### config.mk
export PLATFORM = sky130hd
export DESIGN_NAME = cpw_top
export DESIGN_NICKNAME = d
export VERILOG_FILES = /design/src/pkg/cpw_pkg.sv /design/src/rtl/cpw_top.sv
export VERILOG_INCLUDE_DIRS = /design/src /design/src/pkg
export SDC_FILE = /design/constraint.sdc
export NUM_CORES = 1
export LEC_CHECK = 0
export ABC_AREA = 1
export BUFFER_PORTS_ARGS = -buffer_cell sky130_fd_sc_hd__buf_2
export CAP_MARGIN = 20
export CORE_ASPECT_RATIO = 0.5
export CORE_MARGIN = 2
export CORE_UTILIZATION = 40
export DETAILED_ROUTE_END_ITERATION = 7
export PLACE_DENSITY = 0.52
export SYNTH_ARGS = -nofsm -noshare
export SYNTH_HDL_FRONTEND = slang
export SYNTH_SLANG_ARGS = --single-unit
### constraint.sdc
create_clock -name sys_clk -period 3.75 [get_ports sys_clk]
set_input_delay 0.1875 -clock sys_clk [delete_from_list [all_inputs] [get_ports sys_clk]]
set_output_delay 0.1875 -clock sys_clk [all_outputs]
set_load 0.02 [all_outputs]
### src/pkg/cpw_map.svh
// Purpose: offsets, field positions, reset values and timing counts of the PWM block
// Assumes: 10 MHz system clock, 16-bit register port, word addresses
// Notes:   all counts are in counter ticks at the /1 prescale setting
`ifndef CPW_MAP_SVH
`define CPW_MAP_SVH

// register word addresses
`define CPW_A_CTRL     4'h0
`define CPW_A_BUF0     4'h1
`define CPW_A_DEAD     4'h6
`define CPW_A_CNT1     4'h7
`define CPW_A_CNT2     4'h8
`define CPW_A_SYNC     4'h9
`define CPW_A_STATUS   4'ha

// control register fields
`define CPW_C_RUN      0
`define CPW_C_STBY     1
`define CPW_C_ALOW     2
`define CPW_C_DTEN     3
`define CPW_C_CKS_LO   4
`define CPW_C_CKS_HI   6
`define CPW_C_SKIP_LO  8
`define CPW_C_SKIP_HI  11
`define CPW_C_ADCEN    12
`define CPW_CTRL_RST   16'h100c

// timing: clock period, dead time and carrier in ns, counts derived
`define CPW_CLK_NS     100
`define CPW_DEAD_NS    4000
`define CPW_CARRIER_NS 400000
`define CPW_DEAD_CYC   ((`CPW_DEAD_NS + `CPW_CLK_NS - 1) / `CPW_CLK_NS)
`define CPW_HALF_CYC   (`CPW_CARRIER_NS / `CPW_CLK_NS / 2)
`define CPW_UPPER_CYC  (`CPW_HALF_CYC + `CPW_DEAD_CYC)
`define CPW_DUTY_RST   16'h03e8

// interrupt source vector
`define CPW_IRQ_SOURCES 28
`define CPW_IRQ_CREST   0
`define CPW_IRQ_TROUGH  1

`endif

### src/pkg/cpw_pkg.sv
// Purpose: shared types of the PWM block
// Assumes: nothing beyond the map header
// Notes:   counter source select covers eight prescale taps
package cpw_pkg;
	typedef logic [15:0] cpw_word_t;
	typedef logic [3:0]  cpw_addr_t;
	typedef enum logic [2:0] {
		CPW_CK_DIV1    = 3'b000,
		CPW_CK_DIV2    = 3'b001,
		CPW_CK_DIV4    = 3'b010,
		CPW_CK_DIV8    = 3'b011,
		CPW_CK_DIV16   = 3'b100,
		CPW_CK_DIV64   = 3'b101,
		CPW_CK_DIV256  = 3'b110,
		CPW_CK_DIV1024 = 3'b111
	} cpw_cksel_t;
endpackage : cpw_pkg

### src/rtl/cpw_top.sv
// Purpose: three-phase complementary PWM generator with dead time and A/D trigger
// Assumes: synchronous inputs, one-cycle register strobes, read data one cycle later
// Notes:   buffered compare values move in at every crest and trough
//
// The implementer's own choices: the plain strobed port and the placing of the registers.
`include "cpw_map.svh"
`timescale 1ns/100ps

module cpw_top #(
	parameter int NPHASE = 3
) (
	input  wire logic                          sys_clk,
	input  wire logic                          sys_rst,
	input  wire cpw_pkg::cpw_addr_t            regAddr,
	input  wire cpw_pkg::cpw_word_t            regWdata,
	input  wire logic                          regWr,
	input  wire logic                          regRd,
	output cpw_pkg::cpw_word_t                 regRdata,
	output logic                               phaseUPositiveOut,
	output logic                               phaseVPositiveOut,
	output logic                               phaseWPositiveOut,
	output logic                               phaseUInverseOut,
	output logic                               phaseVInverseOut,
	output logic                               phaseWInverseOut,
	output logic                               carrierToggleOut,
	output logic                               adcStartTrigger,
	output logic                               crestIrq,
	output logic                               troughIrq,
	output logic [`CPW_IRQ_SOURCES-1:0]        irqSources
);
	import cpw_pkg::*;

	// prescale mask for each counter clock source
	function automatic logic [9:0] divMask(input cpw_cksel_t sel);
		unique case (sel)
			CPW_CK_DIV1:    divMask = 10'h000;
			CPW_CK_DIV2:    divMask = 10'h001;
			CPW_CK_DIV4:    divMask = 10'h003;
			CPW_CK_DIV8:    divMask = 10'h007;
			CPW_CK_DIV16:   divMask = 10'h00f;
			CPW_CK_DIV64:   divMask = 10'h03f;
			CPW_CK_DIV256:  divMask = 10'h0ff;
			CPW_CK_DIV1024: divMask = 10'h3ff;
		endcase
	endfunction : divMask

	cpw_word_t      ctrlReg;
	cpw_word_t      deadReg;
	cpw_word_t      bufReg   [5];   // 0 upper, 1 half cycle, 2..4 duty U V W
	cpw_word_t      stageReg [5];
	cpw_word_t      actReg   [5];
	cpw_word_t      cnt1Reg;
	cpw_word_t      cnt2Reg;
	logic           up1Reg;
	logic           up2Reg;
	logic [9:0]     prescReg;
	logic           tickReg;
	logic [3:0]     skipReg;
	logic           toggleReg;
	logic [NPHASE-1:0] posOutReg;
	logic [NPHASE-1:0] invOutReg;
	logic           running;
	logic           crestEvt;
	logic           troughEvt;
	logic           halfEvt;
	logic           issueEvt;

	assign running   = ctrlReg[`CPW_C_RUN] & ~ctrlReg[`CPW_C_STBY];
	assign crestEvt  = tickReg & up1Reg & (cnt1Reg == actReg[0]);
	assign troughEvt = tickReg & ~up2Reg & (cnt2Reg == 16'h0000);
	assign halfEvt   = crestEvt | troughEvt;
	assign issueEvt  = halfEvt & (skipReg >= ctrlReg[`CPW_C_SKIP_HI:`CPW_C_SKIP_LO]);

	////////////////////////////////////////////////////////////////////////////////
	// register port

	// control and dead time registers
	always_ff @(posedge sys_clk) begin
		if (sys_rst) begin
			ctrlReg <= `CPW_CTRL_RST;
			deadReg <= 16'(`CPW_DEAD_CYC);
		end else if (regWr) begin
			if (regAddr == `CPW_A_CTRL) ctrlReg <= regWdata;
			if (regAddr == `CPW_A_DEAD) deadReg <= regWdata;
		end
	end

	// read data, one cycle after the strobe; unmapped reads zero
	always_ff @(posedge sys_clk) begin
		if (sys_rst) begin
			regRdata <= 16'h0000;
		end else if (regRd) begin
			if (regAddr == `CPW_A_CTRL)
				regRdata <= ctrlReg;
			else if (regAddr >= `CPW_A_BUF0 && regAddr < `CPW_A_DEAD)
				regRdata <= bufReg[3'(regAddr - `CPW_A_BUF0)];
			else if (regAddr == `CPW_A_DEAD)
				regRdata <= deadReg;
			else if (regAddr == `CPW_A_CNT1)
				regRdata <= cnt1Reg;
			else if (regAddr == `CPW_A_CNT2)
				regRdata <= cnt2Reg;
			else if (regAddr == `CPW_A_STATUS)
				regRdata <= {12'h000, toggleReg, up2Reg, up1Reg, running};
			else
				regRdata <= 16'h0000;
		end
	end

	////////////////////////////////////////////////////////////////////////////////
	// buffered compare values: buffer, hidden stage, active

	// buffer writes; stage follows on a tick, active takes stage at crest and trough
	always_ff @(posedge sys_clk) begin
		if (sys_rst) begin
			for (int i = 0; i < 5; i++) begin
				bufReg[i]   <= (i == 0) ? 16'(`CPW_UPPER_CYC) :
				               (i == 1) ? 16'(`CPW_HALF_CYC) : `CPW_DUTY_RST;
				stageReg[i] <= (i == 0) ? 16'(`CPW_UPPER_CYC) :
				               (i == 1) ? 16'(`CPW_HALF_CYC) : `CPW_DUTY_RST;
				actReg[i]   <= (i == 0) ? 16'(`CPW_UPPER_CYC) :
				               (i == 1) ? 16'(`CPW_HALF_CYC) : `CPW_DUTY_RST;
			end
		end else begin
			for (int i = 0; i < 5; i++) begin
				if (regWr && regAddr == 4'(`CPW_A_BUF0 + i))
					bufReg[i] <= regWdata;
				if (!running) begin
					stageReg[i] <= bufReg[i];
					actReg[i]   <= bufReg[i];
				end else if (halfEvt) begin
					actReg[i] <= stageReg[i];
				end else if (tickReg) begin
					stageReg[i] <= bufReg[i];
				end
			end
		end
	end

	////////////////////////////////////////////////////////////////////////////////
	// counter clock prescaler

	// one-cycle tick at the selected rate, halted in standby
	always_ff @(posedge sys_clk) begin
		if (sys_rst) begin
			prescReg <= 10'h000;
			tickReg  <= 1'b0;
		end else if (running) begin
			prescReg <= prescReg + 10'h001;
			tickReg  <= (prescReg & divMask(cpw_cksel_t'(ctrlReg[`CPW_C_CKS_HI:`CPW_C_CKS_LO])))
			            == divMask(cpw_cksel_t'(ctrlReg[`CPW_C_CKS_HI:`CPW_C_CKS_LO]));
		end else begin
			prescReg <= 10'h000;
			tickReg  <= 1'b0;
		end
	end

	////////////////////////////////////////////////////////////////////////////////
	// linked up/down counters

	// first counter: dead time up to upper limit and back
	always_ff @(posedge sys_clk) begin
		if (sys_rst) begin
			cnt1Reg <= 16'(`CPW_DEAD_CYC);
			up1Reg  <= 1'b1;
		end else if (regWr && (regAddr == `CPW_A_CNT1 || regAddr == `CPW_A_SYNC)) begin
			cnt1Reg <= regWdata;
		end else if (tickReg) begin
			if (up1Reg) begin
				if (cnt1Reg == actReg[0]) begin
					up1Reg  <= 1'b0;
					cnt1Reg <= cnt1Reg - 16'h0001;
				end else begin
					cnt1Reg <= cnt1Reg + 16'h0001;
				end
			end else if (cnt1Reg == deadReg) begin
				up1Reg  <= 1'b1;
				cnt1Reg <= cnt1Reg + 16'h0001;
			end else begin
				cnt1Reg <= cnt1Reg - 16'h0001;
			end
		end
	end

	// second counter: zero up to half carrier and back
	always_ff @(posedge sys_clk) begin
		if (sys_rst) begin
			cnt2Reg <= 16'h0000;
			up2Reg  <= 1'b1;
		end else if (regWr && (regAddr == `CPW_A_CNT2 || regAddr == `CPW_A_SYNC)) begin
			cnt2Reg <= regWdata;
		end else if (tickReg) begin
			if (up2Reg) begin
				if (cnt2Reg == actReg[1]) begin
					up2Reg  <= 1'b0;
					cnt2Reg <= cnt2Reg - 16'h0001;
				end else begin
					cnt2Reg <= cnt2Reg + 16'h0001;
				end
			end else if (cnt2Reg == 16'h0000) begin
				up2Reg  <= 1'b1;
				cnt2Reg <= 16'h0001;
			end else begin
				cnt2Reg <= cnt2Reg - 16'h0001;
			end
		end
	end

	////////////////////////////////////////////////////////////////////////////////
	// events: toggle pin, interrupts, A/D trigger

	// toggle pin flips at every crest and trough
	always_ff @(posedge sys_clk) begin
		if (sys_rst) toggleReg <= 1'b0;
		else if (halfEvt) toggleReg <= ~toggleReg;
	end

	// skip counter and event pulses
	always_ff @(posedge sys_clk) begin
		if (sys_rst) begin
			skipReg         <= 4'h0;
			crestIrq        <= 1'b0;
			troughIrq       <= 1'b0;
			adcStartTrigger <= 1'b0;
			irqSources      <= '0;
		end else begin
			if (halfEvt)
				skipReg <= issueEvt ? 4'h0 : skipReg + 4'h1;
			crestIrq        <= issueEvt & crestEvt;
			troughIrq       <= issueEvt & troughEvt;
			adcStartTrigger <= issueEvt & troughEvt & ctrlReg[`CPW_C_ADCEN];
			irqSources      <= '0;
			irqSources[`CPW_IRQ_CREST]  <= issueEvt & crestEvt;
			irqSources[`CPW_IRQ_TROUGH] <= issueEvt & troughEvt;
		end
	end

	////////////////////////////////////////////////////////////////////////////////
	// phase outputs with dead time

	genvar p;
	generate
		for (p = 0; p < NPHASE; p++) begin : g_phase
			cpw_word_t dtCntReg;
			logic      reqReg;
			logic      settled;
			logic      posOn;
			logic      invOn;

			assign settled = ~ctrlReg[`CPW_C_DTEN] | (dtCntReg >= deadReg);
			assign posOn   = running & reqReg & settled;
			assign invOn   = running & ~reqReg & settled;

			// request follows the compare, dead count restarts on change
			always_ff @(posedge sys_clk) begin
				if (sys_rst) begin
					reqReg   <= 1'b0;
					dtCntReg <= 16'h0000;
				end else if (tickReg && (cnt2Reg < actReg[p + 2]) != reqReg) begin
					reqReg   <= cnt2Reg < actReg[p + 2];
					dtCntReg <= 16'h0000;
				end else if (tickReg && dtCntReg != 16'hffff) begin
					dtCntReg <= dtCntReg + 16'h0001;
				end
			end

			// pins, inactive level while stopped
			always_ff @(posedge sys_clk) begin
				if (sys_rst) begin
					posOutReg[p] <= 1'b1;
					invOutReg[p] <= 1'b1;
				end else begin
					posOutReg[p] <= posOn ^ ctrlReg[`CPW_C_ALOW];
					invOutReg[p] <= invOn ^ ctrlReg[`CPW_C_ALOW];
				end
			end

		end
	endgenerate

	assign phaseUPositiveOut = posOutReg[0];
	assign phaseVPositiveOut = posOutReg[1];
	assign phaseWPositiveOut = posOutReg[2];
	assign phaseUInverseOut  = invOutReg[0];
	assign phaseVInverseOut  = invOutReg[1];
	assign phaseWInverseOut  = invOutReg[2];
	assign carrierToggleOut  = toggleReg;
endmodule : cpw_top

==> impl_results.rst, run 1 <==
.. list-table::
   :header-rows: 1

   * - Metric
     - Value
   * - Post-layout minimum cycle time
     - 2970 ps
   * - Hold Crit Class
     - input port to flop
   * - Highest routed metal layer
     - met4
   * - Final setup fails
     - 0
   * - Fraction of final layout cells sized beyond drive strength 1
     - 8.56%
   * - Post-DP Area
     - 0.0235 mm^2
   * - Number of antenna violations at the first check in global routing
     - 6
   * - Yosys cell types
     - 51
   * - Place WS
     - 784 ps
   * - Initial DRC Count
     - 1788
   * - Area of all placed cells without fillers
     - 0.0249 mm^2
   * - Post-synthesis to final-layout area growth
     - 9.97%
   * - Required time of the worst setup path
     - 4040 ps
   * - Met3 wire len
     - 6.73 mm
   * - Cell area power density
     - 416 mW/mm^2
   * - Clk pwr share
     - 41.2%
   * - Maximum clock frequency
     - 337 MHz
   * - Type of element launching the critical path
     - flop
   * - Number of maximum-capacitance constraint violations
     - 0
   * - Fill count
     - 5575
   * - Sinks on Clock Net
     - 405
   * - Final slew viol count
     - 0
   * - Leading cell types in the layout, fill and taps excluded
     - 578 x sky130_fd_sc_hd__nand2_1, 412 x sky130_fd_sc_hd__inv_1, 240 x sky130_fd_sc_hd__edfxtp_1
   * - Arrival time worst endpoint
     - 3270 ps
   * - Final worst clock skew
     - 29.6 ps
   * - Crit Path Max Fanout
     - 41
   * - Synth Instances
     - 2801
   * - Fraction of power spent switching nets
     - 27.0%
   * - Total congestion overflow after global routing
     - 0
   * - Aggregate global-route resource usage
     - 26.0%
   * - Via density per instance
     - 5.25
   * - Most common cell after layout, fill and taps aside
     - sky130_fd_sc_hd__nand2_1
   * - Number of resized instances in the post-cts repair step
     - 0
   * - Die Wd
     - 341 um
   * - Flop and latch count out of synthesis
     - 405
   * - Worst relative slew slack
     - 34.7%
   * - Detailed Route WL
     - 76.4 mm
   * - Synth warn
     - 0
   * - Pin slew with the least headroom to its limit
     - 979 ps
   * - Detailed-route wire length per cell
     - 21.1 um
   * - Number of port buffers
     - 51
   * - Global-route wire length before repair
     - 113 mm
   * - CTS tree
     - built
   * - Half-perimeter wire length after placement
     - 56.0 mm
   * - Post-layout power
     - 10.4 mW
   * - Final RePlAce weighted congestion
     - 0.973
   * - Clock transition at path regs
     - 60 ps
   * - Net switching power figure
     - 2.80 mW
   * - Number of CTS-inserted buffers
     - 41
   * - Leakage power summed over all cells
     - 10.5 nW
   * - Cell types with the largest area share after synthesis
     - sky130_fd_sc_hd__edfxtp_1 32%, sky130_fd_sc_hd__dfxtp_1 15%, sky130_fd_sc_hd__nand2_1 9.6%
   * - Pre-antenna DRT Iters
     - 6
   * - Std-Cell Core Area
     - 0.0558 mm^2
   * - Maximum number of pins on one net before global-route repair
     - 69
   * - Final period utilization
     - 79.2%
   * - Critical path's slowest cell
     - sky130_fd_sc_hd__dfxtp_1
   * - Vias
     - 19012
   * - Fraction of power consumed by sequential logic
     - 49.0%
   * - Die Span Y
     - 172 um
   * - Clock Tree Buf Depth
     - 3
   * - Total buffers and inverters traversed by the critical path
     - 3
   * - Total internal power
     - 7.57 mW
   * - Deepest level of the CTS H-tree
     - 2
   * - Leading register cell type out of synthesis
     - sky130_fd_sc_hd__edfxtp_1
   * - Cell type contributing the most total cell area after synthesis
     - sky130_fd_sc_hd__edfxtp_1
   * - EDFF count, synth
     - 240
   * - Clk_lat worst skew
     - 590 ps
   * - Asr flop ratio synth
     - 0%
   * - Result of the run
     - complete, no violations
   * - Area taken by multi-input logic gates
     - 0.00987 mm^2
   * - Peak supply drop
     - 0.000268 V
   * - Antenna viol nets, final
     - 0
   * - Number of endpoints with negative hold slack in the final report
     - 0
   * - Top delay family on crit path
     - simple AND/OR/NAND/NOR gates
   * - Floorplan die area
     - 0.0587 mm^2
   * - Top-Level Pins
     - 78
   * - Site row count
     - 61
   * - Netlist area before placement
     - 0.0227 mm^2
   * - Number of global-route vias before repair
     - 17480
   * - Master cell of the clock root buffer
     - sky130_fd_sc_hd__clkbuf_16
   * - Met2 routed wirelength
     - 31.7 mm
   * - Final worst setup slack
     - 778 ps
   * - Crit path cell chain
     - inv_1 > ha_1 > inv_1 > nor2_1 > and3_1 > nand4_1 > nor2_1 > a21oi_2 > nand2_4 > buf_12
   * - Endpoint class of the critical path
     - flop
   * - Worst hold-check slack
     - 32.1 ps
   * - Register area share after synthesis
     - 46.3%
   * - Setup total negative slack
     - 0 ps
   * - Initial cell density of the core
     - 40.7%
   * - Category of the critical setup timing path
     - flop to flop
   * - Syn Area/Cell
     - 8.10 um^2
   * - Drt drc
     - 0
   * - Top cell type's share of synthesized area
     - 31.8%
   * - Relative contribution of combinational cells to total power
     - 9.9%
   * - Slowest Stage Delay on Critical Path
     - 560 ps
   * - FF+latch area
     - 0.0105 mm^2
   * - DRT met1 WL
     - 36.8 mm
   * - Final net count
     - 2965
   * - Unrepaired setup endpoints after global routing
     - no
## cell type report
cell class / count / area share (%)
multi-input combinational: 1853 / 39.6
sequential: 405 / 42.1
clock inverter: 19 / 0.818
antenna: 2 / 0.0201
tap: 756 / 3.79
clock buffer: 55 / 4.53
timing repair buffer: 93 / 2.56
inverter: 436 / 6.57
## timing repair
item                      in CTS  in global routing
hold endpoints to repair       9                  0
setup buffers                  0                  0
hold buffers                   6                  0
## worst min-delay path, cell delays in order
cell and delay [ps]:
sky130_fd_sc_hd__buf_2 210, sky130_fd_sc_hd__a21oi_1 100, sky130_fd_sc_hd__o21ai_0 70
## logic make-up after synthesis
logic type	Yosys count	share of synthesized area, %
xor+xnor	77	2.97
buf+inv	568	10.6
flops	405	46.3
other cells	1	0.0165
compound gates	497	12.0
simple gates	1142	21.9
fa+ha+maj	111	6.12
## layer usage
| layer | GRT usage (%) | vias up |
|---|---|---|
| met1 | 38.7 | 9031 |
| li1 | - | 9240 |
| met2 | 38.6 | 668 |
| met3 | 5.74 | 73 |
| met5 | 0 | - |
| met4 | 4.73 | 0 |
## state kept, by name, summed over array words and instances, names as in the netlist, 16 cells and up, named ones only
register / count
g_phase.dtCntReg: 48
stageReg: 80
cnt1Reg: 16
regRdata: 16
deadReg: 16
bufReg: 80
cnt2Reg: 16
ctrlReg: 16
actReg: 80
## power groups by stage
stage	registers [mW]	clock network, mW	logic [mW]
after CTS	5.08	4.33	1.01
after detailed placement	5.17	0	1.01
final	5.08	4.27	1.02
after global placement	5.17	0	1.00
after global routing	5.10	4.51	1.13
after floorplan	5.11	0	0.659
## final timing paths
| kind | from | endpoint | slack, ps | depth (start not counted) |
|---|---|---|---|---|
| hold / removal | regWdata[5] | deadReg[5] | 30 | 3 |
| hold reg to reg | flop | tickReg | 450 | 1 |
| setup reg to reg | cnt2Reg[1] | actReg[3][15] | 780 | 10 |
| setup / recovery | cnt2Reg[1] | actReg[3][15] | 780 | 10 |
## synthesized netlist by cell type (4+ instances only)
cell type                  count
sky130_fd_sc_hd__nand2_2      11
sky130_fd_sc_hd__clkinv_1      6
sky130_fd_sc_hd__or2_1         8
sky130_fd_sc_hd__nand2_1     580
sky130_fd_sc_hd__nand3b_1      4
sky130_fd_sc_hd__nor3_1       35
sky130_fd_sc_hd__o21bai_1      9
sky130_fd_sc_hd__buf_4        44
sky130_fd_sc_hd__buf_1         7
sky130_fd_sc_hd__ha_1        111
sky130_fd_sc_hd__nor4_1        5
sky130_fd_sc_hd__or2_2        20
sky130_fd_sc_hd__o22ai_1      58
sky130_fd_sc_hd__edfxtp_1    240
sky130_fd_sc_hd__o21a_1        6
sky130_fd_sc_hd__nor2_1      230
sky130_fd_sc_hd__dfxtp_1     165
sky130_fd_sc_hd__buf_2        29
sky130_fd_sc_hd__o211ai_1     30
sky130_fd_sc_hd__nand3_1     169
sky130_fd_sc_hd__nor2_2       27
sky130_fd_sc_hd__inv_2        17
sky130_fd_sc_hd__a31oi_1      17
sky130_fd_sc_hd__a21oi_1     166
sky130_fd_sc_hd__xor2_1       65
sky130_fd_sc_hd__nand4_1      35
sky130_fd_sc_hd__inv_1       412
sky130_fd_sc_hd__buf_6         6
sky130_fd_sc_hd__nor2_4        5
sky130_fd_sc_hd__o21ai_0     201
sky130_fd_sc_hd__clkbuf_1     44
sky130_fd_sc_hd__xnor2_1      12
## metrics by stage
step,instances,utilization [%]
2_1_floorplan,2826,-
3_3_place_gp,3536,42.2
3_5_place_dp,3537,42.2
4_1_cts,3617,44.7
5_1_grt,3617,44.7
6_report,3619,44.7
No activity file was read; power rests on OpenSTA's default activity.
==> inputs of run 2 (changes only) <==
==> constraint.sdc (replaced) <==
create_clock -name sys_clk -period 3.05 [get_ports sys_clk]
set_input_delay 0.1525 -clock sys_clk [delete_from_list [all_inputs] [get_ports sys_clk]]
set_output_delay 0.1525 -clock sys_clk [all_outputs]
set_load 0.02 [all_outputs]
==> impl_results.rst, run 2 (synthesis results as in run 1) <==
.. list-table::
   :header-rows: 1

   * - Metric
     - Value
   * - Site row count
     - 61 (unchanged)
   * - Maximum clock frequency
     - 373 MHz (was 337 MHz)
   * - Setup fix buffers added after clock tree synthesis
     - 0 (unchanged)
   * - Via density per instance
     - 5.18 (was 5.25)
   * - Cell area power density
     - 507 mW/mm^2 (was 416 mW/mm^2)
   * - Count of placed standard cells including taps
     - 3573 (was 3537)
   * - Clk_lat worst skew
     - 600 ps (was 590 ps)
   * - Clock transition at path regs
     - 70 ps (was 60 ps)
   * - Most common cell after layout, fill and taps aside
     - sky130_fd_sc_hd__nand2_1 (unchanged)
   * - Critical R2R Launch
     - cnt1Reg[6] (was cnt2Reg[1])
   * - CTS tree
     - built (unchanged)
   * - Post-synthesis to final-layout area growth
     - 11.8% (was 9.97%)
   * - Launching instance or port of the critical path
     - cnt1Reg[6] (was cnt2Reg[1])
   * - Detailed Route WL
     - 74.6 mm (was 76.4 mm)
   * - Ant diodes
     - 0 (was 2)
   * - Setup total negative slack
     - 0 ps (unchanged)
   * - Global-route wire length before repair
     - 111 mm (was 113 mm)
   * - Worst relative slew slack
     - 27.8% (was 34.7%)
   * - Total congestion overflow after global routing
     - 0 (unchanged)
   * - Type of element launching the critical path
     - flop (unchanged)
   * - Post-layout power
     - 12.9 mW (was 10.4 mW)
   * - Half-perimeter wire length after placement
     - 54.6 mm (was 56.0 mm)
   * - Cells on worst reg2reg path
     - 12 (was 10)
   * - Required time of the worst setup path
     - 3370 ps (was 4040 ps)
   * - Floorplan die area
     - 0.0587 mm^2 (unchanged)
   * - Post-DP Area
     - 0.0238 mm^2 (was 0.0235 mm^2)
   * - Master cell of the clock root buffer
     - sky130_fd_sc_hd__clkbuf_16 (unchanged)
   * - Top-Level Pins
     - 78 (unchanged)
   * - Most prevalent standard cell on the critical path
     - sky130_fd_sc_hd__nand2_1
   * - Drt drc
     - 0 (unchanged)
   * - Final slew viol count
     - 0 (unchanged)
   * - Final worst clock skew
     - 36.6 ps (was 29.6 ps)
   * - Post-layout minimum cycle time
     - 2680 ps (was 2970 ps)
   * - Number of CTS-inserted buffers
     - 42 (was 41)
   * - Worst hold-check slack
     - 37.7 ps (was 32.1 ps)
   * - Maximum number of pins on one net before global-route repair
     - 81 (was 69)
   * - Fraction of power consumed by sequential logic
     - 48.5% (was 49.0%)
   * - Leading cell types in the layout, fill and taps excluded
     - 578 x sky130_fd_sc_hd__nand2_1, 412 x sky130_fd_sc_hd__inv_1, 240 x sky130_fd_sc_hd__edfxtp_1 (unchanged)
   * - Unrepaired setup endpoints after global routing
     - no (unchanged)
   * - Total internal power
     - 9.40 mW (was 7.57 mW)
   * - Critical path's slowest cell
     - sky130_fd_sc_hd__dfxtp_1 (unchanged)
   * - Number of global-route vias before repair
     - 17497 (was 17480)
   * - Result of the run
     - complete, no violations (unchanged)
   * - Relative contribution of combinational cells to total power
     - 9.9% (about the same)
   * - Number of port buffers
     - 51 (unchanged)
   * - Pre-antenna DRT Iters
     - 5 (was 6)
   * - Die Wd
     - 341 um (unchanged)
   * - Deepest level of the CTS H-tree
     - 2 (unchanged)
   * - Crit path cell chain
     - inv_2 > nand2_1 > nand2_1 > nor2_1 > nand2_1 > nor2_2 > nand3_2 > nand4_4 > nand2_4 > inv_4 > buf_4 > nor2_1 (was inv_1 > ha_1 > inv_1 > nor2_1 > and3_1 > nand4_1 > nor2_1 > a21oi_2 > nand2_4 > buf_12)
   * - Endpoint class of the critical path
     - flop (unchanged)
   * - Initial cell density of the core
     - 40.7% (unchanged)
   * - Antenna viol nets, final
     - 0 (unchanged)
   * - Crit Path Max Fanout
     - 29 (was 41)
   * - Worst reg2reg path endpoint
     - stageReg[3][13] (was actReg[3][15])
   * - Initial DRC Count
     - 1779 (was 1788)
   * - Clk pwr share
     - 41.6% (was 41.2%)
   * - Number of maximum-capacitance constraint violations
     - 0 (unchanged)
   * - Detailed-route wire length per cell
     - 20.4 um (was 21.1 um)
   * - Aggregate global-route resource usage
     - 25.4% (was 26.0%)
   * - Worst setup endpoint
     - stageReg[3][13] (was actReg[3][15])
   * - Slowest Stage Delay on Critical Path
     - 590 ps (was 560 ps)
   * - Final setup fails
     - 0 (unchanged)
   * - Die Span Y
     - 172 um (unchanged)
   * - Fraction of final layout cells sized beyond drive strength 1
     - 9.97% (was 8.56%)
   * - Final net count
     - 3010 (was 2965)
   * - Number of antenna violations at the first check in global routing
     - 0 (was 6)
   * - Area of all placed cells without fillers
     - 0.0254 mm^2 (was 0.0249 mm^2)
   * - Clock Tree Buf Depth
     - 3 (unchanged)
   * - Net switching power figure
     - 3.46 mW (was 2.80 mW)
   * - Fill count
     - 5568 (was 5575)
   * - Peak supply drop
     - 0.000379 V (was 0.000268 V)
   * - Cell count of the worst hold path
     - 3 (unchanged)
   * - Final period utilization
     - 88.0% (was 79.2%)
   * - Vias
     - 18992 (was 19012)
   * - Largest registers
     - actReg x80, bufReg x80, stageReg x80 (unchanged)
   * - Category of the critical setup timing path
     - flop to flop (unchanged)
   * - Number of endpoints with negative hold slack in the final report
     - 0 (unchanged)
   * - Hold wc startpoint
     - regWdata[11] (was regWdata[5])
   * - Hold Crit Class
     - input port to flop (unchanged)
   * - Minimum setup slack among reg-to-reg paths
     - 370 ps (was 780 ps)
   * - Fraction of power spent switching nets
     - 26.9% (was 27.0%)
   * - Leakage power summed over all cells
     - 10.8 nW (was 10.5 nW)
   * - Sinks on Clock Net
     - 405 (unchanged)
   * - Finished Layout Cells
     - 3665 (was 3619)
   * - Pin slew with the least headroom to its limit
     - 1080 ps (was 979 ps)
   * - Number of resized instances in the post-cts repair step
     - 0 (unchanged)
   * - Std-Cell Core Area
     - 0.0558 mm^2 (unchanged)
   * - Arrival time worst endpoint
     - 3000 ps (was 3270 ps)
   * - Final RePlAce weighted congestion
     - 0.964 (was 0.973)
## run 2: what timing repair did
item / CTS / global route
setup endpoints to repair: 0 / 0
hold buffers: 14 / 0
hold endpoints to repair: 25 / 0
## run 2: how the worst min path moves through the flow
stage | to | slack [ps]
floorplan | deadReg[3] | 280
global placement | tickReg | 440
detailed placement | tickReg | 440
CTS | deadReg[11] | 10
global route | deadReg[11] | 9
finish | deadReg[11] | 40
## run 2: critical path, delay by kind of cell, from the launching register on
family        cells  cell delay [ps]
buf+inv           3              810
flops             1              590
simple gates      9             1000
## run 2: power by group through the flow
stage	combinational (mW)	clock, mW	sequential [mW]
5_1_grt	1.40	5.67	6.26
6_report	1.27	5.35	6.24
4_1_cts	1.26	5.44	6.23
3_3_place_gp	1.23	0	6.35
2_1_floorplan	0.810	0	6.29
3_5_place_dp	1.24	0	6.35
## run 2: stage by stage
stage                     util (%)  worst slack (ps)
after detailed placement      42.7               403
after global placement        42.7               443
after floorplan                  -              67.7
after CTS                     45.5               365
after global routing          45.5               166
final                         45.5               367
## run 2: per-layer routing
metal | vias to the layer above | global-route usage, % | wire length, um
met5 | - | 0 | 0
met4 | 0 | 6.47 | 1760
met3 | 101 | 6.35 | 6270
met2 | 599 | 37.5 | 31100
met1 | 8971 | 36.9 | 35500
li1 | 9321 | - | -
## run 2: area by class of cell
cell class / count / area [um^2] / area share [%]
flip-flops and latches: 405 / 10500 / 41.4
well taps: 756 / 946 / 3.73
clock buffers: 56 / 1150 / 4.55
repair buffers: 137 / 1010 / 3.99
multi-input cells: 1853 / 9870 / 38.9
clock inverters: 22 / 240 / 0.947
inverters: 436 / 1640 / 6.46
==> inputs of run 3 (changes only) <==
==> constraint.sdc (replaced) <==
create_clock -name sys_clk -period 2.8 [get_ports sys_clk]
set_input_delay 0.14 -clock sys_clk [delete_from_list [all_inputs] [get_ports sys_clk]]
set_output_delay 0.14 -clock sys_clk [all_outputs]
set_load 0.02 [all_outputs]
==> impl_results.rst, run 3 (synthesis results as in run 1) <==
.. list-table::
   :header-rows: 1

   * - Metric
     - Value
   * - Result of the run
     - complete, no violations (unchanged)
   * - Sinks on Clock Net
     - 405 (unchanged)
   * - Master cell of the clock root buffer
     - sky130_fd_sc_hd__clkbuf_16 (unchanged)
   * - Number of antenna violations at the first check in global routing
     - 0 (unchanged)
   * - Category of the critical setup timing path
     - flop to flop (unchanged)
   * - Crit Path Max Fanout
     - 47 (was 29)
   * - Maximum clock frequency
     - 396 MHz (was 373 MHz)
   * - Detailed Route WL
     - 74.7 mm (was 74.6 mm)
   * - Fraction of power spent switching nets
     - 27.1% (was 26.9%)
   * - Arrival time worst endpoint
     - 2850 ps (was 3000 ps)
   * - Std-Cell Core Area
     - 0.0558 mm^2 (unchanged)
   * - Die Span Y
     - 172 um (unchanged)
   * - Relative contribution of combinational cells to total power
     - 10.5% (was 9.9%)
   * - Leading cell types in the layout, fill and taps excluded
     - 578 x sky130_fd_sc_hd__nand2_1, 412 x sky130_fd_sc_hd__inv_1, 240 x sky130_fd_sc_hd__edfxtp_1 (unchanged)
   * - Pin slew with the least headroom to its limit
     - 922 ps (was 1080 ps)
   * - Number of global-route vias before repair
     - 17242 (was 17497)
   * - Initial DRC Count
     - 1970 (was 1779)
   * - Half-perimeter wire length after placement
     - 55.1 mm (was 54.6 mm)
   * - Worst reg2reg path endpoint
     - stageReg[1][11] (was stageReg[3][13])
   * - Setup total negative slack
     - 0 ps (unchanged)
   * - Net switching power figure
     - 3.67 mW (was 3.46 mW)
   * - Number of maximum-capacitance constraint violations
     - 0 (unchanged)
   * - Clk_lat worst skew
     - 580 ps (was 600 ps)
   * - Type of element launching the critical path
     - flop (unchanged)
   * - Initial cell density of the core
     - 40.7% (unchanged)
   * - Largest registers
     - actReg x80, bufReg x80, stageReg x80 (unchanged)
   * - Hold wc startpoint
     - regWdata[9] (was regWdata[11])
   * - Antenna viol nets, final
     - 0 (unchanged)
   * - Maximum number of pins on one net before global-route repair
     - 81 (unchanged)
   * - Final worst clock skew
     - 13.9 ps (was 36.6 ps)
   * - Cell area power density
     - 533 mW/mm^2 (was 507 mW/mm^2)
   * - Required time of the worst setup path
     - 3120 ps (was 3370 ps)
   * - End point of the most critical hold path
     - ctrlReg[9] (was deadReg[11])
   * - Via density per instance
     - 5.24 (was 5.18)
   * - Final net count
     - 3031 (was 3010)
   * - Leakage power summed over all cells
     - 10.8 nW (about the same)
   * - Final period utilization
     - 90.1% (was 88.0%)
   * - Deepest level of the CTS H-tree
     - 2 (unchanged)
   * - Post-layout minimum cycle time
     - 2520 ps (was 2680 ps)
   * - Critical R2R Launch
     - actReg[0][8] (was cnt1Reg[6])
   * - Clk pwr share
     - 39.6% (was 41.6%)
   * - CTS tree
     - built (unchanged)
   * - Post-synthesis to final-layout area growth
     - 11.9% (was 11.8%)
   * - Drt drc
     - 0 (unchanged)
   * - Site row count
     - 61 (unchanged)
   * - Detailed-route wire length per cell
     - 20.3 um (was 20.4 um)
   * - Setup fix buffers added after clock tree synthesis
     - 0 (unchanged)
   * - Clock transition at path regs
     - 60 ps (was 70 ps)
   * - Clock Tree Buf Depth
     - 3 (unchanged)
   * - Place WS
     - 212 ps (was 403 ps)
   * - Number of port buffers
     - 51 (unchanged)
   * - Fraction of final layout cells sized beyond drive strength 1
     - 10.3% (was 9.97%)
   * - Final RePlAce weighted congestion
     - 0.940 (was 0.964)
   * - Hold Crit Class
     - input port to flop (unchanged)
   * - Pre-antenna DRT Iters
     - 5 (unchanged)
   * - Total congestion overflow after global routing
     - 0 (unchanged)
   * - Unrepaired setup endpoints after global routing
     - no (unchanged)
   * - Endpoint class of the critical path
     - flop (unchanged)
   * - Vias
     - 19271 (was 18992)
   * - Global-route wire length before repair
     - 110 mm (was 111 mm)
   * - Final worst setup slack
     - 276 ps (was 367 ps)
   * - Total internal power
     - 9.86 mW (was 9.40 mW)
   * - Final slew viol count
     - 0 (unchanged)
   * - Cell count of the worst hold path
     - 3 (unchanged)
   * - Worst relative slew slack
     - 38.5% (was 27.8%)
   * - Number of CTS-inserted buffers
     - 41 (was 42)
   * - Ant diodes
     - 0 (unchanged)
   * - Most common cell after layout, fill and taps aside
     - sky130_fd_sc_hd__nand2_1 (unchanged)
   * - Aggregate global-route resource usage
     - 25.1% (was 25.4%)
   * - Cells on worst reg2reg path
     - 11 (was 12)
   * - Floorplan die area
     - 0.0587 mm^2 (unchanged)
   * - Fraction of power consumed by sequential logic
     - 49.9% (was 48.5%)
   * - Minimum setup slack among reg-to-reg paths
     - 280 ps (was 370 ps)
   * - Top-Level Pins
     - 78 (unchanged)
   * - Number of endpoints with negative hold slack in the final report
     - 0 (unchanged)
   * - Final setup fails
     - 0 (unchanged)
   * - Peak supply drop
     - 0.000376 V (was 0.000379 V)
   * - Die Wd
     - 341 um (unchanged)
[run 3: cell count changes in the layout (fill, tap and decap cells not counted), moves of 2 or more]
cell and change:
sky130_fd_sc_hd__dlygate4sd3_1 -3, sky130_fd_sc_hd__clkbuf_1 +3, sky130_fd_sc_hd__bufinv_16 -3, sky130_fd_sc_hd__clkinvlp_4 -2, sky130_fd_sc_hd__clkbuf_8 -3, sky130_fd_sc_hd__buf_4 +23, sky130_fd_sc_hd__clkinv_1 +3, sky130_fd_sc_hd__clkinv_2 -5
[run 3: what timing repair did]
item                                   in CTS  in global routing
setup endpoints to repair                   0                  1
endpoints found under the hold margin      25                  0
resized for setup                           0                  1
hold buffers                               11                  0
[run 3: per-stage QoR]
stage	instances	total power, mW	cell area (um^2)	util [%]	hold WS, ps
floorplan	2826	7.73	22800	-	266
global placement	3598	8.26	24000	43.1	440
CTS	3680	13.6	25400	45.5	4.83
finish	3680	13.5	25400	45.5	11.9
global route	3680	14.0	25400	45.5	27.6
detailed placement	3598	8.27	24000	43.1	441
[run 3: critical path, stage by stage (launching register included)]
cell and delay, ps:
sky130_fd_sc_hd__edfxtp_1 440, sky130_fd_sc_hd__nand2_1 180, sky130_fd_sc_hd__nand2_1 80, sky130_fd_sc_hd__nor2_1 120, sky130_fd_sc_hd__nand2_1 70, sky130_fd_sc_hd__nor2_2 110
sky130_fd_sc_hd__nand3_2 180, sky130_fd_sc_hd__nand4_4 190, sky130_fd_sc_hd__nand2_4 70, sky130_fd_sc_hd__inv_4 460, sky130_fd_sc_hd__buf_4 280, sky130_fd_sc_hd__nor2_1 50
[run 3: power by group through the flow]
| stage | sequential, mW | combinational (mW) | clock [mW] |
|---|---|---|---|
| 3_3_place_gp | 6.88 | 1.38 | 0 |
| 4_1_cts | 6.76 | 1.40 | 5.43 |
| 6_report | 6.76 | 1.42 | 5.36 |
| 3_5_place_dp | 6.89 | 1.38 | 0 |
| 5_1_grt | 6.79 | 1.55 | 5.69 |
| 2_1_floorplan | 6.85 | 0.883 | 0 |
[run 3: worst max path at each step]
stage / start / slack [ps] / depth (start not counted) / end
after floorplan: cnt2Reg[0] / 300 / 10 / actReg[0][0]
after global placement: cnt1Reg[1] / 180 / 11 / actReg[0][11]
after detailed placement: actReg[0][8] / 210 / 10 / actReg[0][11]
after CTS: actReg[0][8] / 200 / 10 / actReg[0][11]
after global routing: cnt1Reg[1] / 100 / 11 / actReg[0][11]
final: actReg[0][8] / 280 / 11 / stageReg[1][11]
[run 3: final cells by class]
type / instances / area (um^2)
clock inverter: 15 / 108
multi-input combinational: 1853 / 9870
tap: 756 / 946
clock buffer: 56 / 1120
fill: 5573 / 30400
timing repair buffer: 159 / 1180
sequential: 405 / 10500
inverter: 436 / 1640
[run 3: layer usage]
metal  GRT usage, %  vias up  wire, um
met5              0        -         0
met4           5.17        0      1320
met3           3.67       91      5760
met2           37.6      646     31300
met1           38.2     9179     36400
li1               -     9355         -
